==> src/logic/rtgc_pkg.sv <==
// constants, register layout and types of the reloadable gated/compare timer
// ==========================================================================
// How it works
// - one independent 16-bit reloadable up-counter per timer instance
// - prescaler divides the system clock by a power of two from 1 to 128
// - count at all ones without reload rolls over to zero and continues
// - reload one with prescale 1 is shortest; reload zero with 128 is longest
// - compare mode always counts the prescaled system clock, never the input
// - compare time equals (compare minus start plus one) times prescale clock periods
// - gated mode advances only while the input is at its selected active level
// - gated mode raises the interrupt on input deassertion or on reload
// - gated mode counts the prescaled clock; the input only gates it
// - on reaching reload: interrupt, count becomes one, resume if gate active
// - timer output toggles on every reload when its output function is on
// - software start count applies to first pass only; later passes start at one
// - enabling the timer starts counting from the current count value
// - after reset reload reads all ones, count low reads one, others zero
package rtgc_pkg;

    // ======================================================================
    // register map (byte registers, 3-bit index)
    localparam logic [2:0] ADDR_COUNT_HI  = 3'h0;
    localparam logic [2:0] ADDR_COUNT_LO  = 3'h1;
    localparam logic [2:0] ADDR_RELOAD_HI = 3'h2;
    localparam logic [2:0] ADDR_RELOAD_LO = 3'h3;
    localparam logic [2:0] ADDR_PWM_HI    = 3'h4;
    localparam logic [2:0] ADDR_PWM_LO    = 3'h5;
    localparam logic [2:0] ADDR_CTL0      = 3'h6;
    localparam logic [2:0] ADDR_CTL1      = 3'h7;

    // ======================================================================
    // reset values
    localparam logic [15:0] RST_COUNT  = 16'h0001;
    localparam logic [15:0] RST_RELOAD = 16'hffff;
    localparam logic [15:0] RST_PWM    = 16'h0000;
    localparam logic [15:0] COUNT_ONE  = 16'h0001;
    localparam logic [15:0] COUNT_ONES = 16'hffff;

    // ======================================================================
    // control field positions
    localparam int CTL1_EN_BIT   = 7;
    localparam int CTL1_POL_BIT  = 6;
    localparam int CTL1_PRE_MSB  = 5;
    localparam int CTL1_PRE_LSB  = 3;
    localparam int CTL1_MODE_MSB = 2;
    localparam int CTL1_MODE_LSB = 0;
    localparam int CTL0_OUT_BIT  = 0;
    localparam int CTL0_IN_BIT   = 1;
    localparam int CTL0_PIN_BIT  = 7;

    // ======================================================================
    // modes
    localparam logic [2:0] MODE_CONTINUOUS = 3'h1;
    localparam logic [2:0] MODE_COMPARE    = 3'h3;
    localparam logic [2:0] MODE_GATED      = 3'h6;

    localparam int PRE_W = 7;

    typedef struct packed {
        logic       wr;
        logic       rd;
        logic [2:0] addr;
        logic [7:0] wdata;
    } rtgc_bus_req_type;

    typedef struct packed {
        logic       enable;
        logic       polarity;
        logic [2:0] prescale;
        logic [2:0] mode;
    } rtgc_ctl1_type;

endpackage : rtgc_pkg

==> src/logic/rtgc_prescaler.sv <==
// power-of-two prescaler that holds its count while counting is not allowed
module rtgc_prescaler
    import rtgc_pkg::*;
(
    // clock and reset
    input  wire logic       clk_sys,
    input  wire logic       reset_n,
    // control
    input  wire logic       run,
    input  wire logic [2:0] prescale,
    // output
    output logic            tick
);

    logic [PRE_W-1:0] cnt_q;
    logic [PRE_W-1:0] cnt_d;
    logic [PRE_W-1:0] last;

    // ======================================================================
    // divide
    always_comb begin
        last  = PRE_W'((8'h01 << prescale) - 8'h01);
        // terminal count from prescale
        // at or past the end, so a count held under a larger prescale cannot stall a smaller one
        tick  = run && (cnt_q >= last);
        cnt_d = cnt_q;
        if (run) begin
            cnt_d = tick ? '0 : PRE_W'(cnt_q + 1'b1);
        end
    end

    always_ff @(posedge clk_sys or negedge reset_n) begin
        if (!reset_n) begin
            cnt_q <= '0;
        end else begin
            cnt_q <= cnt_d;
        end
    end
endmodule : rtgc_prescaler

==> src/logic/rtgc_timer.sv <==
// 16-bit reloadable timer with compare and gated modes, byte register port
module rtgc_timer
    import rtgc_pkg::*;
(
    // clock and reset
    input  wire logic             clk_sys,
    input  wire logic             reset_n,
    // register port
    input  wire rtgc_bus_req_type bus_req,
    output logic [7:0]            bus_rdata,
    // timer pins
    input  wire logic             timer_in,
    output logic                  timer_out,
    output logic                  timer_out_en,
    // event
    output logic                  timer_irq
);

    // ======================================================================
    // state
    // 16-bit reloadable up-count
    logic [15:0]   count_q;
    logic [15:0]   count_d;
    logic [15:0]   reload_q;
    logic [15:0]   reload_d;
    logic [15:0]   pwm_q;
    logic [15:0]   pwm_d;
    logic [7:0]    ctl0_q;
    logic [7:0]    ctl0_d;
    rtgc_ctl1_type ctl1_q;
    rtgc_ctl1_type ctl1_d;
    logic [7:0]    rdata_d;
    logic          tout_q;
    logic          tout_d;
    logic          irq_q;
    logic          irq_d;

    // input synchroniser and gate history
    logic          in_meta_q;
    logic          in_sync_q;
    logic          active_q;
    logic          active;

    // control decode
    logic          gated;
    logic          compare;
    logic          run;
    logic          pre_tick;
    logic          hit;
    logic          count_wr;
    logic          gate_fall;
    logic          wr_sel;

    // ======================================================================
    // timer input: two flops before any logic sees it
    always_ff @(posedge clk_sys or negedge reset_n) begin
        if (!reset_n) begin
            in_meta_q <= 1'b0;
            in_sync_q <= 1'b0;
        end else begin
            in_meta_q <= timer_in;
            in_sync_q <= in_meta_q;
        end
    end

    // ======================================================================
    // counting conditions
    always_comb begin
        gated   = (ctl1_q.mode == MODE_GATED);
        compare = (ctl1_q.mode == MODE_COMPARE);
        // polarity bit selects the active level of the gate
        active  = ctl0_q[CTL0_IN_BIT] && (in_sync_q == ctl1_q.polarity);
        // compare and continuous ignore the pin; gated uses it only as gate
        // disabled or gated off stops the prescaler too
        run     = ctl1_q.enable && (!gated || active);
        // compare value is the reload pair
        // reload zero matches only after the wrap, the longest period
        hit     = (count_q == reload_q);
        // gate going inactive while enabled in gated mode
        gate_fall = ctl1_q.enable && gated && active_q && !active;
        count_wr  = bus_req.wr && (bus_req.addr == ADDR_COUNT_HI || bus_req.addr == ADDR_COUNT_LO);
    end

    rtgc_prescaler u_prescaler (
        .clk_sys  (clk_sys),
        .reset_n  (reset_n),
        .run      (run),
        .prescale (ctl1_q.prescale),
        .tick     (pre_tick)
    );

    // ======================================================================
    // counter, output pin and interrupt
    always_comb begin
        count_d = count_q;
        tout_d  = tout_q;
        irq_d   = gate_fall;
        if (pre_tick) begin
            if (hit) begin
                // reload: count restarts at one and interrupt is raised
                // every later pass therefore begins at one
                count_d = COUNT_ONE;
                irq_d   = 1'b1;
                // output toggles on each reload when enabled
                if (ctl0_q[CTL0_OUT_BIT]) begin
                    tout_d = ~tout_q;
                end
            end else begin
                // plain add wraps all ones to zero
                count_d = count_q + COUNT_ONE;
            end
        end
        // software write of the count beats a concurrent tick
        if (bus_req.wr && bus_req.addr == ADDR_COUNT_HI) begin
            count_d[15:8] = bus_req.wdata;
        end
        if (bus_req.wr && bus_req.addr == ADDR_COUNT_LO) begin
            count_d[7:0] = bus_req.wdata;
        end
    end

    // ======================================================================
    // configuration registers
    always_comb begin
        reload_d = reload_q;
        pwm_d    = pwm_q;
        ctl0_d   = ctl0_q;
        ctl1_d   = ctl1_q;
        wr_sel   = bus_req.wr;
        if (wr_sel) begin
            case (bus_req.addr)
                ADDR_RELOAD_HI: reload_d[15:8] = bus_req.wdata;
                ADDR_RELOAD_LO: reload_d[7:0]  = bus_req.wdata;
                ADDR_PWM_HI:    pwm_d[15:8]    = bus_req.wdata;
                ADDR_PWM_LO:    pwm_d[7:0]     = bus_req.wdata;
                ADDR_CTL0: begin
                    ctl0_d[CTL0_OUT_BIT] = bus_req.wdata[CTL0_OUT_BIT];
                    ctl0_d[CTL0_IN_BIT]  = bus_req.wdata[CTL0_IN_BIT];
                end
                // enabling only releases the count; the value is kept
                ADDR_CTL1:      ctl1_d = rtgc_ctl1_type'(bus_req.wdata);
                default: begin
                end
            endcase
        end
    end

    // ======================================================================
    // read mux, data one cycle after the strobe
    always_comb begin
        rdata_d = bus_rdata;
        if (bus_req.rd) begin
            case (bus_req.addr)
                ADDR_COUNT_HI:  rdata_d = count_q[15:8];
                ADDR_COUNT_LO:  rdata_d = count_q[7:0];
                ADDR_RELOAD_HI: rdata_d = reload_q[15:8];
                ADDR_RELOAD_LO: rdata_d = reload_q[7:0];
                ADDR_PWM_HI:    rdata_d = pwm_q[15:8];
                ADDR_PWM_LO:    rdata_d = pwm_q[7:0];
                // live pin level lets software tell the interrupt cause
                ADDR_CTL0: begin
                    rdata_d               = ctl0_q;
                    rdata_d[CTL0_PIN_BIT] = in_sync_q;
                end
                ADDR_CTL1:      rdata_d = ctl1_q;
                default:        rdata_d = 8'h00;
            endcase
        end
    end

    // ======================================================================
    // registers
    always_ff @(posedge clk_sys or negedge reset_n) begin
        if (!reset_n) begin
            // reload all ones, count low one, the rest zero
            count_q   <= RST_COUNT;
            reload_q  <= RST_RELOAD;
            pwm_q     <= RST_PWM;
            ctl0_q    <= 8'h00;
            ctl1_q    <= '0;
            bus_rdata <= 8'h00;
            tout_q    <= 1'b0;
            irq_q     <= 1'b0;
            active_q  <= 1'b0;
        end else begin
            count_q   <= count_d;
            reload_q  <= reload_d;
            pwm_q     <= pwm_d;
            ctl0_q    <= ctl0_d;
            ctl1_q    <= ctl1_d;
            bus_rdata <= rdata_d;
            tout_q    <= tout_d;
            irq_q     <= irq_d;
            active_q  <= active;
        end
    end

    assign timer_out    = tout_q;
    assign timer_out_en = ctl0_q[CTL0_OUT_BIT];
    assign timer_irq    = irq_q;
endmodule : rtgc_timer
==> config.mk <==
export PLATFORM = sky130hd
export DESIGN_NAME = rtgc_timer
export DESIGN_NICKNAME = d
export VERILOG_FILES = /design/src/logic/rtgc_pkg.sv /design/src/logic/rtgc_prescaler.sv /design/src/logic/rtgc_timer.sv
export SDC_FILE = /design/constraint.sdc
export NUM_CORES = 1
export LEC_CHECK = 0
export BUFFER_PORTS_ARGS = -buffer_cell sky130_fd_sc_hd__buf_2
export CORE_MARGIN = 4
export CORE_UTILIZATION = 45
export DETAILED_ROUTE_END_ITERATION = 16
export PLACE_DENSITY = 0.73
export SYNTH_ARGS = -nofsm -noshare
export SYNTH_HDL_FRONTEND = slang
export SYNTH_HIERARCHICAL = 1
export SYNTH_SLANG_ARGS = --single-unit
==> constraint.sdc <==
create_clock -name clk_sys -period 3.5 [get_ports clk_sys]
set_input_delay 0.35 -clock clk_sys [delete_from_list [all_inputs] [get_ports clk_sys]]
set_output_delay 0.35 -clock clk_sys [all_outputs]
set_load 0.01 [all_outputs]
==> results by group, run 1 <==
Drt
  – Initial drt markers: 203
  – TritonRoute pass-1 iters: 4
  – Met2 wire length: 5020 um
  – DRT antenna net count: 0
  – Routed metal-1 wirelength: 4710 um
  – Avg WL per Cell: 17.5 um
  – DRT Wirelength: 10300 um
  – # DRC: 0
  – Top sig layer: met4
  – Met3 routed WL: 341 um
  – Vias: 3335
  – Avg Vias per Cell: 5.69

Synth
  – Top cell type's share of synthesized area: 33.9%
  – Post-synthesis sequential area ratio: 43.9%
  – Synth Register Bits: 78
  – Asr flop ratio synth: 100%
  – Post-Syn Instances: 434
  – Prevailing post-synth register cell: dfrtp_1
  – Top cell type by total area after synthesis: dfrtp_1
  – Top cells by area, synth: dfrtp_1 (34%), mux2_2 (12%), dfstp_2 (9.9%)
  – EDFF count, synth: 0
  – Post-synth top cells: dfrtp_1 (61), mux2_2 (48), nand2_1 (33)
  – Yosys Warn Count: 6
  – Count of cell types in the netlist: 61
  – Mapped Avg Cell Area: 10.4 sq um
  – Syn Nets: 459
  – Synth Cell Area: 4500 sq um
  – Most numerous cell in the Yosys netlist: dfrtp_1

Critical path
  – Most frequent CP cell: o21ai_2
  – CP Launch Type: flop
  – Crit path cell chain: or3_1 > ha_1 > nand2b_4 > a2111oi_4 > o21ai_2 > and2_1 > inv_2 > buf_4 > nor3_1 > o21ai_2 > a31oi_1
  – CP arrival: 3290 ps
  – Crit path buf inv count: 2
  – Crit path kind: reg2reg
  – Largest stage delay on the critical path: 440 ps
  – CP max-delay cell: dfrtp_1
  – CP Capture Type: flop
  – Worst-path maximum fanout: 18
  – WP data required: 3710 ps
  – CP delay by family, top: simple AND/OR/NAND/NOR gates

Floorplan
  – Initial Util: 46.0%
  – Core box area: 9770 sq um
  – Die Span Y: 108 um
  – Die W: 108 um
  – Num ports: 27
  – Row Count: 36
  – DIE AREA: 11700 sq um

Clock tree
  – TritonCTS clock tree: done
  – Post-CTS sizing: 0
  – H-tree depth: 3
  – Hold_buf cts: 0
  – Worst-Skew Late Latency: 360 ps
  – Clock Tree Buf Depth: 2
  – Total setup buffers inserted after CTS: 0
  – TritonCTS Sinks: 78
  – CTS Root Cell: clkbuf_8
  – CTS buffer count: 9
  – Worst-path clk slew: 80 ps

Place
  – GP Congestion: 0.905
  – DP HPWL: 7350 um
  – # port buffers: 26
  – Post-Place Setup Slack: 445 ps
  – Placed Instances: 570

Cells and area
  – Fill cell count: 905
  – Diode count: 0
  – Share of cells above drive strength 1: 28.5%
  – Non-Filler Instances: 586
  – Layout area overhead: 7.54%
  – Core Util, Final: 49.5%
  – Nets@finish: 473
  – Register area: 1970 sq um
  – Area occupied by multi-input gates: 2330 sq um

Timing
  – Max_slew headroom: 34.0%
  – RSZ-0062 raised after global routing: no
  – Setup violators final: 0
  – Max Freq: 325 MHz
  – Hold Fails Final Rpt: 0
  – Fin Setup TNS: 0 ps
  – Final Cycle Share: 88.0%
  – Setup ws final: 421 ps
  – Clock Skew: 15.8 ps
  – Max Slew Vio Count: 0
  – Worst Tran Pin Value: 990 ps
  – Minimum clock period: 3080 ps

Global route
  – Initial antenna violation count: 0
  – Vias in the first global route: 3317
  – First-pass GRT wire length: 17000 um
  – Total gr overflow: 0
  – Largest net degree at the start of global routing: 79
  – Gr usage total: 18.8%

Power and ir drop
  – LEAKAGE: 2.08 nW
  – PwrDens: 642 nW/um^2
  – VDD IR max: 0.194 mV

Hold path
  – Min-delay worst type: in2reg

Run status
  – Status: finished clean

Flow run
  – Total of max-cap violations: 0
-- cell families after synthesis --
kind of cell               after synthesis  synth area share (%)
muxes                                   61                  15.5
adders and majority gates                9                  2.50
AOI/OAI and AO/OA                       87                  13.1
and+or+nand+nor                        133                  16.0
DFF                                     78                  43.9
buffers and inverters                   42                  4.40
xor gates and xnor gates                24                  4.67
-- per-stage QoR --
stage               cell area, sq um  hold slack, ps  power (mW)
global route                    4840            84.6        3.32
detailed placement              4680             353        2.53
floorplan                       4500            54.4        2.26
global placement                4680             340        2.48
CTS                             4840            82.7        3.12
finish                          4840            97.7        3.11
-- where the power goes --
group          switching [mW]  internal (mW)  leakage (nW)
clock network           0.331          0.256        0.0841
logic                   0.585          0.554          1.11
registers               0.238           1.14         0.885
-- registers in the layout, indices dropped and copies added (netlist names), 2 cells and up --
name,cells
bus_rdata,8
count_q,16
ctl0_q,2
ctl1_q,8
pwm_q,16
reload_q,16
u_prescaler/cnt_q,7
-- worst reg2reg max path, delay by kind of cell (launching register included) --
| kind | cells | cell delay, ps |
|---|---|---|
| fa+ha+maj | 1 | 280 |
| simple gates | 4 | 910 |
| flops | 1 | 440 |
| compound gates | 4 | 810 |
| buf+inv | 2 | 510 |
-- area by class of cell --
cell class	instances	share of cell area, %
clock buffer	12	2.79
timing repair buffer	28	3.05
sequential	78	40.8
clock inverter	4	0.492
inverter	17	1.32
multi-input combinational	314	48.1
tap	133	3.44
-- path summary, 6_finish.rpt --
path,start,endpoint,slack [ps],depth (start not counted)
setup / recovery,ctl1_q[3],count_q[5],420,11
hold / removal,timer_in,in_meta_q,100,1
setup reg to reg,ctl1_q[3],count_q[5],420,11
hold reg to reg,in_meta_q,in_sync_q,370,0
max in group asynchronous,reset_n,count_q[10],2710,1
min in group asynchronous,reset_n,count_q[6],130,1
-- placed cells by master (no fill, tap or decap), drive strengths merged, types with 12 or more instances in the layout --
| master | netlist | routed |
|---|---|---|
| buf | 19 | 28 |
| inv | 17 | 17 |
| o21ai | 19 | 19 |
| dfstp | 17 | 17 |
| clkbuf | 6 | 12 |
| dfrtp | 61 | 61 |
| xor2 | 20 | 20 |
| nor3 | 15 | 15 |
| nand2 | 33 | 33 |
| nor2 | 29 | 29 |
| mux2 | 48 | 48 |
| a21oi | 27 | 27 |
-- routing by layer --
| layer | global-route usage (%) | vias up |
|---|---|---|
| li1 | - | 1584 |
| met1 | 25.4 | 1669 |
| met2 | 30.4 | 66 |
| met3 | 2.81 | 16 |
| met4 | 7.57 | 0 |
| met5 | 0 | - |
Note: power is estimated with default switching activity, not from simulation.
==> run 2, diff against run 1 <==
--- a/config.mk
+++ b/config.mk
@@ -10,6 +10,7 @@
 export CORE_UTILIZATION = 45
 export DETAILED_ROUTE_END_ITERATION = 16
 export PLACE_DENSITY = 0.73
+export RECOVER_POWER = 50
 export SYNTH_ARGS = -nofsm -noshare
 export SYNTH_HDL_FRONTEND = slang
 export SYNTH_HIERARCHICAL = 1
==> constraint.sdc (replaced) <==
create_clock -name clk_sys -period 2.96 [get_ports clk_sys]
set_input_delay 0.296 -clock clk_sys [delete_from_list [all_inputs] [get_ports clk_sys]]
set_output_delay 0.296 -clock clk_sys [all_outputs]
set_load 0.01 [all_outputs]
==> run 2 against run 1 <==
- the flow now finishes with violations (max-capacitance violations, max-slew violations)
- first-iteration DRC count up 33%
- combinational power up 24%
- sequential power up 17%
- sequential cell count unchanged
- largest cell class unchanged
- highest routed layer unchanged
==> results by group, run 2 (synthesis results as in run 1) <==
Timing
  – Fin Setup TNS: 0 ps
  – Clock Skew: 11.2 ps
  – RSZ-0062 raised after global routing: no
  – Hold Fails Final Rpt: 0
  – Max Slew Vio Count: 79
  – Minimum clock period: 2720 ps
  – Max_slew headroom: -30.7%
  – Final Cycle Share: 91.9%
  – Setup violators final: 0
  – Worst Tran Pin Value: 1960 ps
  – Max Freq: 367 MHz

Critical path
  – Worst-path maximum fanout: 6
  – CP max-delay cell: a2111oi_4
  – CP arrival: 2950 ps
  – Crit path cell chain: or3_1 > ha_1 > nand2b_4 > a2111oi_4 > o21ai_2 > and2_2 > inv_2 > nor2_1 > mux2_2 > a22oi_1 > a21oi_1
  – CP Capture Type: flop
  – WP data required: 3190 ps
  – Largest stage delay on the critical path: 400 ps
  – CP Launch Type: flop
  – Crit path kind: reg2reg

Global route
  – Most used routing layer in global routing: met2
  – Gr usage total: 19.4%
  – Largest net degree at the start of global routing: 79
  – Total gr overflow: 0
  – Grt met2 use: 30.8%
  – Met3 Resource Use GR: 2.93%
  – First-pass GRT wire length: 17700 um
  – Initial antenna violation count: 0
  – Vias in the first global route: 3418
  – Global routing usage on met1: 27.1%

Cells and area
  – Commonest non-fill, non-tap cells in the layout: dfrtp_1 (61), mux2_2 (48), nand2_1 (33)
  – Nets@finish: 482
  – Share of cells above drive strength 1: 30.1%
  – Fill cell count: 896
  – Core Util, Final: 50.8%
  – Commonest non-fill, non-tap cell in the layout: dfrtp_1
  – Diode count: 0
  – Layout area overhead: 10.4%
  – Biggest regs: count_q x16, pwm_q x16, reload_q x16

Floorplan
  – Die W: 108 um
  – Initial Util: 46.0%
  – DIE AREA: 11700 sq um
  – Die Span Y: 108 um
  – Row Count: 36
  – Core box area: 9770 sq um
  – Num ports: 27

Place
  – DP HPWL: 7350 um
  – # port buffers: 26
  – GP Congestion: 0.869

Power and ir drop
  – Sw Ratio: 35.8%
  – VDD IR max: 0.241 mV
  – P_sw: 1.41 mW
  – PwrDens: 792 nW/um^2
  – Design internal power: 2.52 mW
  – Clock share of power: 23.0%
  – Sequential power share: 41.1%
  – Comb pwr share: 35.9%
  – LEAKAGE: 2.14 nW

Clock tree
  – H-tree depth: 3
  – CTS buffer count: 9
  – TritonCTS Sinks: 78
  – Worst-path clk slew: 80 ps
  – TritonCTS clock tree: done
  – Hold_buf cts: 0
  – CTS Root Cell: clkbuf_8
  – Worst-Skew Late Latency: 360 ps
  – Clock Tree Buf Depth: 2

Drt
  – # DRC: 0
  – Avg WL per Cell: 17.5 um
  – TritonRoute pass-1 iters: 4
  – DRT Wirelength: 10400 um
  – Vias: 3421
  – DRT antenna net count: 0
  – Avg Vias per Cell: 5.75
  – Initial drt markers: 271

Run status
  – Status: complete, but fails checks
  – Failing checks: max-capacitance violations, max-slew violations

Hold path
  – Min-delay worst type: in2reg

Flow run
  – Total of max-cap violations: 1
[run 2: cell count changes in the layout (fill, tap and decap cells not counted), sizes merged]
cell,before,now
clkinvlp,0,1
inv,17,18
bufinv,0,2
clkinv,4,2
buf,28,34
clkbuf,12,13
[run 2: through the flow]
stage / setup WS, ps / instance area, sq um / total power [mW] / hold WS, ps / cells
after global routing: 93.6 / 4970 / 4.19 / 33.0 / 595
after CTS: 94.0 / 4960 / 3.92 / 31.4 / 594
after floorplan: 193 / 4500 / 2.67 / 0.409 / 434
final: 239 / 4970 / 3.93 / 42.0 / 595
after global placement: 233 / 4740 / 2.96 / 349 / 578
after detailed placement: 129 / 4740 / 3.02 / 340 / 578
[run 2: path summary, 6_finish.rpt]
check	slack, ps	from	endpoint	cells after the start
max	240	ctl1_q[3]	count_q[15]	11
min	40	timer_in	in_meta_q	1
max reg2reg	240	ctl1_q[3]	count_q[15]	11
min reg2reg	360	in_meta_q	in_sync_q	0
max in group asynchronous	1330	reset_n	bus_rdata[0]	1
min in group asynchronous	470	reset_n	count_q[13]	1
[run 2: per-layer routing]
layer  wire (um)  part of all wire [%]
met5           0                     0
met4         235                   2.3
met3         320                   3.1
met2        4960                    48
met1        4900                    47
[run 2: cell type report]
cell class / instances / area, sq um / share of cell area [%]
multi-input cells: 314 / 2330 / 46.9
flip-flops and latches: 78 / 1970 / 39.7
inverters: 17 / 63.8 / 1.28
clock buffers: 10 / 128 / 2.57
clock inverters: 6 / 93.8 / 1.89
well taps: 133 / 166 / 3.35
repair buffers: 37 / 214 / 4.31
[run 2: worst max-delay path, delay by kind of cell, from the launching register on]
family / cells / cell delay [ps]
simple gates: 4 / 830
fa+ha+maj: 1 / 270
flops: 1 / 380
compound gates: 4 / 750
mux: 1 / 260
buf+inv: 1 / 100
[run 2: repair_timing]
item,4_1_cts,5_1_grt
gates resized for setup,0,2
setup endpoints to repair,0,6
setup buffers,0,1
[run 2: power groups by stage]
| stage | clock, mW | sequential [mW] | combinational (mW) |
|---|---|---|---|
| 2_1_floorplan | 0 | 1.54 | 1.13 |
| 4_1_cts | 0.917 | 1.61 | 1.39 |
| 5_1_grt | 0.959 | 1.65 | 1.58 |
| 6_report | 0.905 | 1.62 | 1.41 |
| 3_5_place_dp | 0 | 1.63 | 1.39 |
| 3_3_place_gp | 0 | 1.62 | 1.34 |
==> run 3, diff against run 2 <==
--- a/config.mk
+++ b/config.mk
@@ -5,11 +5,11 @@
 export SDC_FILE = /design/constraint.sdc
 export NUM_CORES = 1
 export LEC_CHECK = 0
-export BUFFER_PORTS_ARGS = -buffer_cell sky130_fd_sc_hd__buf_2
 export CORE_MARGIN = 4
 export CORE_UTILIZATION = 45
 export DETAILED_ROUTE_END_ITERATION = 16
-export PLACE_DENSITY = 0.73
+export DONT_BUFFER_PORTS = 1
+export PLACE_DENSITY = 0.71
 export RECOVER_POWER = 50
 export SYNTH_ARGS = -nofsm -noshare
 export SYNTH_HDL_FRONTEND = slang
==> run 3 against run 2 <==
- largest power group unchanged
- largest cell class unchanged
- setup slack lost 90 ps
- highest routed layer unchanged
- global-route usage decreased by 0.097 points
- sequential power barely moved
- the run still ends with max-capacitance violations, max-slew violations left
==> results by group, run 3 (synthesis results as in run 1) <==
Place
  – GP Congestion: 0.870
  – Area post-placement: 4570 sq um
  – DP HPWL: 7370 um
  – # port buffers: 0
  – Placed Instances: 548

Critical path
  – Largest stage delay on the critical path: 380 ps
  – Crit path buf inv count: 1
  – CP Depth: 11
  – Reg-to-reg startpoint: ctl1_q[3]
  – CP max-delay cell: dfrtp_1
  – WP data required: 3190 ps
  – FF-to-FF path depth: 11
  – CP arrival: 3040 ps
  – CP Capture Point: count_q[15]
  – CP Capture Type: flop
  – CP delay by family, top: simple AND/OR/NAND/NOR gates
  – Setup crit start: ctl1_q[3]
  – Worst-path maximum fanout: 6
  – Crit path kind: reg2reg
  – CP Launch Type: flop
  – FF-to-FF End: count_q[15]
  – Worst reg-to-reg setup slack: 150 ps
  – Crit path cell chain: or3_1 > ha_1 > nand2b_4 > a2111oi_4 > o21ai_2 > and2_2 > inv_2 > nor2_1 > mux2_2 > a22oi_1 > a21oi_1

Drt
  – Avg WL per Cell: 18.4 um
  – # DRC: 0
  – Avg Vias per Cell: 5.82
  – Vias: 3299
  – Initial drt markers: 311
  – TritonRoute pass-1 iters: 4
  – DRT antenna net count: 0
  – DRT Wirelength: 10400 um

Power and ir drop
  – PwrDens: 801 nW/um^2
  – Design internal power: 2.50 mW
  – Power, Total: 3.86 mW
  – VDD IR max: 0.339 mV
  – LEAKAGE: 2.02 nW
  – Comb pwr share: 33.8%
  – Sw Ratio: 35.1%
  – P_sw: 1.36 mW
  – Sequential power share: 42.8%
  – Clock share of power: 23.4%

Cells and area
  – Register area: 1970 sq um
  – Layout area overhead: 7.10%
  – Layout Cell Area excl Fill: 4820 sq um
  – Fill cell count: 890
  – Biggest regs: count_q x16, pwm_q x16, reload_q x16
  – Commonest non-fill, non-tap cells in the layout: dfrtp_1 (61), mux2_2 (48), nand2_1 (33)
  – Nets@finish: 454
  – Commonest non-fill, non-tap cell in the layout: dfrtp_1
  – Area occupied by multi-input gates: 2320 sq um
  – Share of cells above drive strength 1: 25.3%
  – Non-Filler Instances: 567
  – Diode count: 0

Global route
  – Total gr overflow: 0
  – Largest net degree at the start of global routing: 79
  – Grt met2 use: 29.5%
  – Vias in the first global route: 3319
  – Initial antenna violation count: 0
  – Gr usage total: 19.3%
  – First-pass GRT wire length: 17500 um
  – Met3 Resource Use GR: 4.96%
  – Most used routing layer in global routing: met2
  – Global routing usage on met1: 26.1%

Clock tree
  – Worst-path clk slew: 80 ps
  – TritonCTS Sinks: 78
  – Worst-Skew Late Latency: 360 ps
  – CTS Root Cell: clkbuf_8
  – TritonCTS clock tree: done
  – Clock Tree Buf Depth: 2
  – Total setup buffers inserted after CTS: 0
  – CTS buffer count: 9
  – H-tree depth: 3

Timing
  – Hold Fails Final Rpt: 0
  – Max Slew Vio Count: 79
  – Max Freq: 356 MHz
  – Min Hold Slack: 32.5 ps
  – Fin Setup TNS: 0 ps
  – Final Cycle Share: 95.0%
  – Clock Skew: 13.2 ps
  – Worst Tran Pin Value: 1910 ps
  – Max_slew headroom: -27.3%
  – Setup violators final: 0
  – Minimum clock period: 2810 ps

Flow run
  – Total of max-cap violations: 1

Run status
  – Failing checks: max-capacitance violations, max-slew violations
  – Status: complete, but fails checks

Floorplan
  – Row Count: 36
  – Die Span Y: 108 um
  – DIE AREA: 11700 sq um
  – Die W: 108 um
  – Num ports: 27
  – Initial Util: 46.0%
  – Core box area: 9770 sq um

Hold path
  – Min-delay worst type: in2reg
  – Worst Hold Launch: bus_req[11]
==> run 3: final cells by class <==
type	instances	share of cell area, %
inverters	17	1.33
well taps	133	3.46
flip-flops and latches	78	41.0
clock inverters	6	1.77
clock buffers	10	2.86
repair buffers	9	1.53
multi-input cells	314	48.1
==> run 3: repair_timing <==
| item | 4_1_cts | 5_1_grt |
|---|---|---|
| endpoints found under the hold margin | 79 | 0 |
| hold buffers | 3 | 0 |
| gates resized for setup | 0 | 3 |
| endpoints found under the setup margin | 0 | 14 |
==> run 3: worst register-to-register path, cell delays in order (launching register included) <==
cell       delay, ps
dfrtp_1          380
or3_1            370
ha_1             270
nand2b_4         150
a2111oi_4        380
o21ai_2          160
and2_2           280
inv_2            120
nor2_1            50
mux2_2           260
a22oi_1          160
a21oi_1          100
==> run 3: per-layer routing <==
metal | share of wire [%] | vias to the layer above | wire (um)
li1 | - | 1545 | -
met1 | 44 | 1642 | 4590
met2 | 47 | 97 | 4920
met3 | 6.6 | 15 | 689
met4 | 2.2 | 0 | 233
met5 | 0 | - | 0
==> run 3: worst min path at each step <==
stage,to,slack [ps],cells after the start
after floorplan,active_q,0.4,0
after global placement,count_q[6],4,0
after detailed placement,count_q[4],3,0
after CTS,bus_rdata[3],20,1
after global routing,bus_rdata[1],40,1
final,bus_rdata[3],30,1
==> run 3: stage by stage <==
stage / util [%] / worst slack, ps
2_1_floorplan: - / 193
6_report: 49.3 / 149
3_3_place_gp: 46.8 / 165
3_5_place_dp: 46.8 / 87.9
5_1_grt: 49.3 / -7.10
4_1_cts: 49.6 / 62.5
==> run 3: power groups by stage <==
| stage | Sequential, mW | Combinational (mW) | Clock (mW) |
|---|---|---|---|
| global route | 1.68 | 1.46 | 0.974 |
| detailed placement | 1.67 | 1.26 | 0 |
| global placement | 1.65 | 1.22 | 0 |
| floorplan | 1.54 | 1.13 | 0 |
| finish | 1.65 | 1.30 | 0.904 |
| CTS | 1.65 | 1.30 | 0.919 |
